File: config.mk
export PLATFORM = sky130hd
export DESIGN_NAME = port_power_overcurrent_sense
export DESIGN_NICKNAME = d
export VERILOG_FILES = /design/src/port_power_pkg.sv /design/src/port_power_overcurrent_sense.sv
export VERILOG_INCLUDE_DIRS = /design/src
export SDC_FILE = /design/constraint.sdc
export NUM_CORES = 1
export LEC_CHECK = 0
export ABC_AREA = 1
export ABC_CLOCK_PERIOD_IN_PS = 5300
export BUFFER_PORTS_ARGS = -buffer_cell sky130_fd_sc_hd__buf_2
export CAP_MARGIN = 10
export CORE_AREA = 5 5 110 190
export CTS_CLUSTER_DIAMETER = 100
export DETAILED_ROUTE_END_ITERATION = 6
export DIE_AREA = 0 0 115 195
export GPL_ROUTABILITY_DRIVEN = 0
export PLACE_DENSITY = 0.73
export REMOVE_ABC_BUFFERS = 1
export SYNTH_ARGS = -nofsm -noshare
export SYNTH_HDL_FRONTEND = slang
export SYNTH_SLANG_ARGS = --single-unit
export TNS_END_PERCENT = 1
File: constraint.sdc
create_clock -name clk_sys_in -period 5.3 [get_ports clk_sys_in]
set_clock_uncertainty 0.2 [all_clocks]
set_input_delay 0.795 -clock clk_sys_in [delete_from_list [all_inputs] [get_ports clk_sys_in]]
set_output_delay 0.795 -clock clk_sys_in [all_outputs]
set_load 0.05 [all_outputs]
File: src/port_power_defs.svh
// Constants for the port power and overcurrent sense block
// Function
// While a port is powered, sample its control and sense pin every cycle.
// Flag overcurrent on a long low run or two low groups within window.
// Pulse width: 4-bit field, 0..15 ms, default 5; upper bits read zero.
// 8-bit window in 1 ms steps; a second low inside it flags overcurrent.
// Double-pulse window resets to twenty milliseconds.
// After power is switched on, ignore the pin until lockout time passes.
// Lockout time is 8 bits in 1 ms steps, resetting to ten milliseconds.
// Remove port power by actively driving the pin low.
// Apply port power by releasing the driver and enabling the pull-up; the block only releases the driver and has no pull-up enable.
// A released pin reading low means the fuse opened: overcurrent.
// Fuse setups keep one combined control and sense pin per port.
// With poly fuses, software sets power-good descriptor times to zero.
// Lockout restarts at every power-on; lockout samples never count.
// Latch a per-port overcurrent flag and report it to hub status.
`ifndef PORT_POWER_DEFS_SVH
`define PORT_POWER_DEFS_SVH

`define OFS_LOCKOUT_TIME   16'h30E1
`define OFS_MIN_PULSE      16'h30EA
`define OFS_DOUBLE_WINDOW  16'h30EB

`define RST_LOCKOUT_TIME   8'h0A
`define RST_MIN_PULSE      4'h5
`define RST_DOUBLE_WINDOW  8'h14

`define MIN_PULSE_MSB      3
`define CLK_PERIOD_PS      4000
`define ONE_MS_PS          1000000000
`define MS_CYCLES          (`ONE_MS_PS / `CLK_PERIOD_PS)

`endif

File: src/port_power_pkg.sv
// Types for the port power and overcurrent sense block
package port_power_pkg;
	typedef enum logic [2:0] {
		ST_OFF,
		ST_LOCKOUT,
		ST_HIGH,
		ST_LOW,
		ST_GAP
	} sense_state_t;
endpackage
File: src/port_power_overcurrent_sense.sv
// Per-port power control and overcurrent sense filter
`timescale 1ns/1ps
`default_nettype none
`include "port_power_defs.svh"
module port_power_overcurrent_sense #(
	parameter int NUM_PORTS    = 6,
	parameter int CYCLES_PER_MS = `MS_CYCLES
) (
	// Clock and reset
	input  wire logic                 clk_sys_in,
	input  wire logic                 resetn_in,
	// Register access
	input  wire logic [15:0]          reg_addr_in,
	input  wire logic                 reg_wr_in,
	input  wire logic                 reg_rd_in,
	input  wire logic [7:0]           reg_wdata_in,
	output logic      [7:0]           reg_rdata_out,
	// Hub port control and status
	input  wire logic [NUM_PORTS-1:0] port_power_on_in,
	input  wire logic [NUM_PORTS-1:0] oc_flag_clear_in,
	output logic      [NUM_PORTS-1:0] oc_flag_out,
	// Shared control and sense pins, one per port
	input  wire logic [NUM_PORTS-1:0] port_power_sense_pin_in,
	output logic      [NUM_PORTS-1:0] port_power_sense_pin_out,
	output logic      [NUM_PORTS-1:0] port_power_sense_pin_oe_n_out
);
	localparam int MSW = $clog2(CYCLES_PER_MS);

	logic [7:0]                   lockout_time;
	logic [`MIN_PULSE_MSB:0]      min_pulse;
	logic [7:0]                   double_window;
	logic [7:0]                   next_lockout_time;
	logic [`MIN_PULSE_MSB:0]      next_min_pulse;
	logic [7:0]                   next_double_window;
	logic [7:0]                   next_rdata;

	always_comb begin
		next_lockout_time  = lockout_time;
		next_min_pulse     = min_pulse;
		next_double_window = double_window;
		next_rdata         = reg_rdata_out;
		if (reg_wr_in) begin
			if (reg_addr_in == `OFS_LOCKOUT_TIME) begin
				next_lockout_time = reg_wdata_in;
			end else if (reg_addr_in == `OFS_MIN_PULSE) begin
				next_min_pulse = reg_wdata_in[`MIN_PULSE_MSB:0];
			end else if (reg_addr_in == `OFS_DOUBLE_WINDOW) begin
				next_double_window = reg_wdata_in;
			end
		end
		if (reg_rd_in) begin
			if (reg_addr_in == `OFS_LOCKOUT_TIME) begin
				next_rdata = lockout_time;
			end else if (reg_addr_in == `OFS_MIN_PULSE) begin
				next_rdata = {4'h0, min_pulse};
			end else if (reg_addr_in == `OFS_DOUBLE_WINDOW) begin
				next_rdata = double_window;
			end else begin
				next_rdata = 8'h00;
			end
		end
	end

	always_ff @(posedge clk_sys_in or negedge resetn_in) begin
		if (!resetn_in) begin
			lockout_time  <= `RST_LOCKOUT_TIME;
			min_pulse     <= `RST_MIN_PULSE;
			double_window <= `RST_DOUBLE_WINDOW;
			reg_rdata_out <= 8'h00;
		end else begin
			lockout_time  <= next_lockout_time;
			min_pulse     <= next_min_pulse;
			double_window <= next_double_window;
			reg_rdata_out <= next_rdata;
		end
	end

	// Shared millisecond tick; filters count whole ticks, so a run is
	// measured to within one millisecond of its true start.
	logic [MSW-1:0] ms_cnt;
	logic [MSW-1:0] next_ms_cnt;
	logic           ms_tick;
	logic           next_ms_tick;

	always_comb begin
		next_ms_tick = (ms_cnt == MSW'(CYCLES_PER_MS - 1));
		next_ms_cnt  = next_ms_tick ? '0 : ms_cnt + MSW'(1);
	end

	always_ff @(posedge clk_sys_in or negedge resetn_in) begin
		if (!resetn_in) begin
			ms_cnt  <= '0;
			ms_tick <= 1'b0;
		end else begin
			ms_cnt  <= next_ms_cnt;
			ms_tick <= next_ms_tick;
		end
	end

	port_power_pkg::sense_state_t state      [NUM_PORTS];
	port_power_pkg::sense_state_t next_state [NUM_PORTS];
	logic [7:0]                   cnt        [NUM_PORTS];
	logic [7:0]                   next_cnt   [NUM_PORTS];
	logic [NUM_PORTS-1:0]         detect;
	logic [NUM_PORTS-1:0]         next_flag;
	logic [NUM_PORTS-1:0]         next_oe_n;

	function automatic logic [7:0] bump(input logic [7:0] v, input logic t);
		bump = (t && v != 8'hFF) ? v + 8'h01 : v;
	endfunction

	always_comb begin
		for (int p = 0; p < NUM_PORTS; p++) begin
			next_state[p] = state[p];
			next_cnt[p]   = cnt[p];
			detect[p]     = 1'b0;
			next_oe_n[p]  = port_power_on_in[p];
			if (!port_power_on_in[p]) begin
				next_state[p] = port_power_pkg::ST_OFF;
				next_cnt[p]   = 8'h00;
			end else begin
				case (state[p])
				port_power_pkg::ST_OFF: begin
					next_state[p] = port_power_pkg::ST_LOCKOUT;
					next_cnt[p]   = 8'h00;
				end
				port_power_pkg::ST_LOCKOUT: begin
					// Pin ignored here: slow ramps would look like faults
					next_cnt[p] = bump(cnt[p], ms_tick);
					if (cnt[p] >= lockout_time) begin
						next_state[p] = port_power_pkg::ST_HIGH;
						next_cnt[p]   = 8'h00;
					end
				end
				port_power_pkg::ST_HIGH: begin
					if (!port_power_sense_pin_in[p]) begin
						next_state[p] = port_power_pkg::ST_LOW;
						next_cnt[p]   = 8'h00;
						detect[p]     = (min_pulse == 4'h0);
					end
				end
				port_power_pkg::ST_LOW: begin
					next_cnt[p] = bump(cnt[p], ms_tick);
					if (port_power_sense_pin_in[p]) begin
						next_state[p] = port_power_pkg::ST_GAP;
						next_cnt[p]   = 8'h00;
					end else if (cnt[p] >= {4'h0, min_pulse}) begin
						detect[p]     = 1'b1;
						next_state[p] = port_power_pkg::ST_HIGH;
						next_cnt[p]   = 8'h00;
					end
				end
				port_power_pkg::ST_GAP: begin
					next_cnt[p] = bump(cnt[p], ms_tick);
					if (!port_power_sense_pin_in[p]) begin
						detect[p]     = 1'b1;
						next_state[p] = port_power_pkg::ST_HIGH;
						next_cnt[p]   = 8'h00;
					end else if (cnt[p] >= double_window) begin
						next_state[p] = port_power_pkg::ST_HIGH;
						next_cnt[p]   = 8'h00;
					end
				end
				default: begin
					next_state[p] = port_power_pkg::ST_OFF;
				end
				endcase
			end
			// A detection in the clearing cycle wins over the clear
			next_flag[p] = detect[p] ||
				(oc_flag_out[p] && !oc_flag_clear_in[p]);
		end
	end

	always_ff @(posedge clk_sys_in or negedge resetn_in) begin
		if (!resetn_in) begin
			for (int p = 0; p < NUM_PORTS; p++) begin
				state[p] <= port_power_pkg::ST_OFF;
				cnt[p]   <= 8'h00;
			end
			oc_flag_out                   <= '0;
			port_power_sense_pin_out      <= '0;
			port_power_sense_pin_oe_n_out <= '0;
		end else begin
			for (int p = 0; p < NUM_PORTS; p++) begin
				state[p] <= next_state[p];
				cnt[p]   <= next_cnt[p];
			end
			oc_flag_out                   <= next_flag;
			port_power_sense_pin_out      <= '0;
			port_power_sense_pin_oe_n_out <= next_oe_n;
		end
	end
endmodule
`default_nettype wire

Word level (Yosys, flattened, before mapping)
Cells that the tools add are included.

cells by class
  add/subtract/negate cells = 7
  magnitude comparators = 18
  equal/unequal tests = 64
  multiplexer cells = 142
  bitwise gates (word level) = 2
  reduce and logical (&&, ||, !) cells = 46

operators by type and width
  operator                                                                 count
  8-bit two-way mux                                                        51
  8-bit case mux with 5 select lines                                       6
  3-bit two-way mux                                                        42
  8-bit >= comparator                                                      12
  3-bit case mux with 5 select lines                                       6
  8-bit by 1-bit adder with 8-bit output, second input constant            6
  16-bit by 14-bit equality test with 1-bit output, second input constant  3
  8-bit by 4-bit >= comparator with 1-bit output                           6
  4-bit != test, second input constant                                     12
  8-bit != test, second input constant                                     6
  3-bit by 2-bit equality test with 1-bit output, second input constant    12
  3-bit != test, second input constant                                     12
  6-bit by 1-bit != test with 1-bit output, second input constant          6
  1-bit two-way mux                                                        30
  4-bit AND reduction                                                      7
  18-bit by 1-bit adder with 18-bit output, second input constant          1
  18-bit equality test, second input constant                              1
  3-bit by 1-bit equality test with 1-bit output, second input constant    6
  3-bit equality test, second input constant                               6
  3-bit zero test                                                          6
  18-bit two-way mux                                                       1
  1-bit case mux with 3 select lines                                       6
  2-bit AND reduction                                                      7
  1-bit logical AND                                                        12
  other kinds (5)                                                          16

storage, ports and cells
  flip-flop bits (word level) = 125
  input bits = 46
  word-level logic and storage cells = 299

Logic depth before layout (Yosys ltp)
  depth after elaboration = 7
  depth in mapped cells = 17

Worst setup path before layout
Ideal clock, no wire load.

  kind = reg-to-reg
  start = register lockout_time[1]
  end = register state[13] (netlist name)
  data arrival time = 1808 ps
  data required time = 4983 ps
  path slack = 3175 ps
  stages on the path, launching flop included = 11
  path buffers = 0
  period minus slack after synthesis = 2125 ps
  cells stage by stage = dfstp_2 > inv_1 > ha_1 > a21oi_1 > o21ai_0 > nand2_1 > nand3_1 > nor2_1 > nand3_1 > nand4_1 > nand2_1

between the ends
  longest elaborated chain between the ends = 3

RTL lines
  element                               RTL line                             RTL
  from (decl)                           port_power_overcurrent_sense.sv:29   logic [7:0] lockout_time;
  from (signal assigned)                port_power_overcurrent_sense.sv:66   lockout_time <= `RST_LOCKOUT_TIME;
  from (signal assigned)                port_power_overcurrent_sense.sv:71   lockout_time <= next_lockout_time;
  8-bit >= comparator                   port_power_overcurrent_sense.sv:130  if (cnt[p] >= lockout_time) begin
  3-bit != test (no source line)        n/a
  4-bit AND reduction (no source line)  n/a
  to (signal, indexed assignment)       port_power_overcurrent_sense.sv:178  state[p] <= port_power_pkg::ST_OFF;
  to (signal, indexed assignment)       port_power_overcurrent_sense.sv:186  state[p] <= next_state[p];
  to (decl)                             port_power_overcurrent_sense.sv:100  port_power_pkg::sense_state_t state [NUM_PORTS];

Every way passes these cells.
A chain may end at the register's enable or synchronous reset.

Worst setup path in the final report
Ends and elaborated chain as after synthesis.

==> results.yml <==
power:
  finalPower_w: 0.00237
  peakVddDrop_mv: 0.208
  pwr_density_cell_nw_per_um2: 206
  p_leak_nw: 6.08
clocking:
  cts_tree: "done"
  postCtsHoldBufs: 0
  cts_buffers: 17
  postCtsSetupBuffers: 0
  cts-root-buf: "clkbuf_16"
  htreeDepth: 4
  clk_path_buf_depth: 2
  clkTransAtPathRegs_ns: 0.06
  clock_latency_ns: 0.44
  post_cts_resized: 0
  clock-sinks: 125
yosys:
  async_reset_ff_share_pct: 100
  yosysUniqueCellTypes: 56
  netlist_area_sq_um: 10400
  synth_edf_count: 0
  ys_seq_area_share_pct: 30.2
  yosysWarningCount: 0
  synth_ff_type: "dfrtp_1"
  avgSynthCellArea_sq_um: 7.21
  synth-seq-cells: 125
  synthCells: 1438
timing:
  hold_ws_ns: 0.211
  fin_setup_tns_ns: 0
  report.final.slew_viol_count: 0
  rsz0062_at_grt: "no"
  fmax_mhz: 379
  final-hold-violation-count: 0
  worstMarginPinSlew_ns: 0.897
  fin_crit_sh_pct: 49.8
  max_slew_margin_pct: 40.2
  final-setup-viol-count: 0
  fin_crit_ns: 2.64
cells_and_area:
  multiInputGateArea_sq_um: 6320
  fillers: 1811
  mostFrequentLayoutCell: "nand2_1"
  diodes: 0
  nNetsFinal: 1683
  seqCellArea_sq_um: 3140
  final_cell_mix: "355 x nand2_1, 205 x inv_1, 127 x ha_1"
  finalInstanceArea_sq_um: 11500
  synthToLayoutAreaGrowth_pct: 10.9
  final_layout_size_suffix_gt1_share_pct: 9.78
global_routing:
  overflow: 0
  grt_max_degree: 88
  antenna_found_initial: 0
  grt_pass1_wl_um: 46600
  first_global_vias: 9849
  grtUsageTotal_pct: 25.6
setup_path:
  worstSetupStartpointType: "flop"
  critPathLaunch: "lockout_time[1]"
  crit_arrival_ns: 2.77
  crit_fanout: 8
  r2r_start: "lockout_time[1]"
  cp-end-kind: "flop"
  cp_slowest_cell: "dfstp_2"
  crit_end: "state[13]"
  worstPathRequired_ns: 5.43
  cp_cell_sequence: "inv_1 -> ha_1 -> a21oi_1 -> o21ai_0 -> nand2_1 -> nand3_1 -> nor2_1 -> nand3_1 -> nand4_1 -> nand2_1"
  slowest_delay_ns: 0.53
  r2r_slack_ns: 2.66
  crit_type: "reg2reg"
  worstReg2RegEnd: "state[13]"
  worstRegToRegCells: 10
placement:
  hpwl_um: 20500
  placed_area_sq_um: 10900
  io_buffer_count: 65
route:
  wirelength_um: 27700
  wl_met3_um: 1320
  vias: 9982
  ant_nets: 0
  first_pass_iters: 7
  wl_per_cell_um: 15.7
  vias_per_cell: 5.66
  drc: 0
  wl_met1_um: 10800
  routed-wl-met2_um: 14500
  top_layer: "met4"
  drt_iter0_drc: 604
die:
  core-area_sq_um: 19100
  floorplan.initialDensity_pct: 54.2
  fp.dieW_um: 115
  die_h_um: 195
  num_rows: 67
  io_pins: 72
  dieArea_sq_um: 22400
hold_path:
  hold_class: "in2async"
flow_run:
  max-cap-violations: 0
outcome:
  status: "finished clean"
## layer usage
layer | up-vias | GRT usage (%)
met4 | 0 | 12.4
met3 | 79 | 3.62
li1 | 4956 | -
met2 | 280 | 46.3
met1 | 4667 | 28.9
met5 | - | 0
## worst min-delay path by stage
stage	from	to	slack [ns]	cells after the start
6_report	resetn_in	cnt[6]	0.21	1
3_3_place_gp	ms_cnt[0]	ms_cnt[0]	0.24	1
3_5_place_dp	ms_cnt[0]	ms_cnt[0]	0.25	1
4_1_cts	resetn_in	cnt[6]	0.26	1
2_1_floorplan	ms_cnt[0]	ms_cnt[0]	0.23	1
5_1_grt	ms_cnt[0]	ms_cnt[0]	0.28	1
## final cells by class
type,count,share of cell area (%)
timing repair buffer,66,2.95
clock buffer,19,3.85
multi-input combinational,1083,55.0
sequential,125,27.3
clock inverter,13,1.23
inverter,217,7.11
tap,241,2.62
## cell usage after synthesis (25+ instances only)
master,number,area (sq um)
nand2_1,355,1330
inv_1,205,769
ha_1,127,1590
dfrtp_1,119,2980
nand3_1,101,505
nor2_1,98,368
nand4_1,70,438
a21oi_1,63,315
o21ai_0,50,250
o21ai_1,38,190
xor2_1,37,324
o22ai_1,26,163
nor3_1,25,125
## where the power goes
| part | total (W) | switching (W) | internal (W) |
|---|---|---|---|
| Combinational | 0.000196 | 0.000144 | 0.0000518 |
| Clock | 0.00118 | 0.000478 | 0.000704 |
| Sequential | 0.000994 | 0.0000205 | 0.000973 |
| Total | 0.00237 | 0.000642 | 0.00173 |
## critical path: cells and delay by family (launching register included)
family	cells	cell delay, ns
adder cells (fa/ha/maj)	1	0.37
AO/OA/AOI/OAI	2	0.25
buffers and inverters	1	0.16
AND/OR/NAND/NOR	6	1.01
flip-flops	1	0.53
## cell families after synthesis
logic type / Yosys count / share of synthesized area (%)
muxes: 1 / 0.0965
and+or+nand+nor: 699 / 30.5
adders and majority gates: 127 / 15.3
DFF: 125 / 30.2
buffers and inverters: 235 / 8.99
other: 1 / 0.0362
xor gates and xnor gates: 40 / 3.45
AOI/OAI and AO/OA: 210 / 11.4
## metrics by stage
step / utilization (%) / setup WS, ns / cells
floorplan: - / 3.18 / 1425
finish: 60.2 / 2.66 / 1764
CTS: 60.2 / 2.76 / 1764
detailed placement: 57.1 / 2.77 / 1732
global route: 60.2 / 2.47 / 1764
global placement: 57.1 / 2.81 / 1732
## registers in the layout, summed over array words and instances, names as in the netlist
| register | cells |
|---|---|
| min_pulse | 4 |
| lockout_time | 8 |
| cnt | 48 |
| ms_tick | 1 |
| port_power_sense_pin_oe_n_out | 6 |
| state | 18 |
| double_window | 8 |
| reg_rdata_out | 8 |
| ms_cnt | 18 |
| oc_flag_out | 6 |
Power figures use the tool's default switching activity.
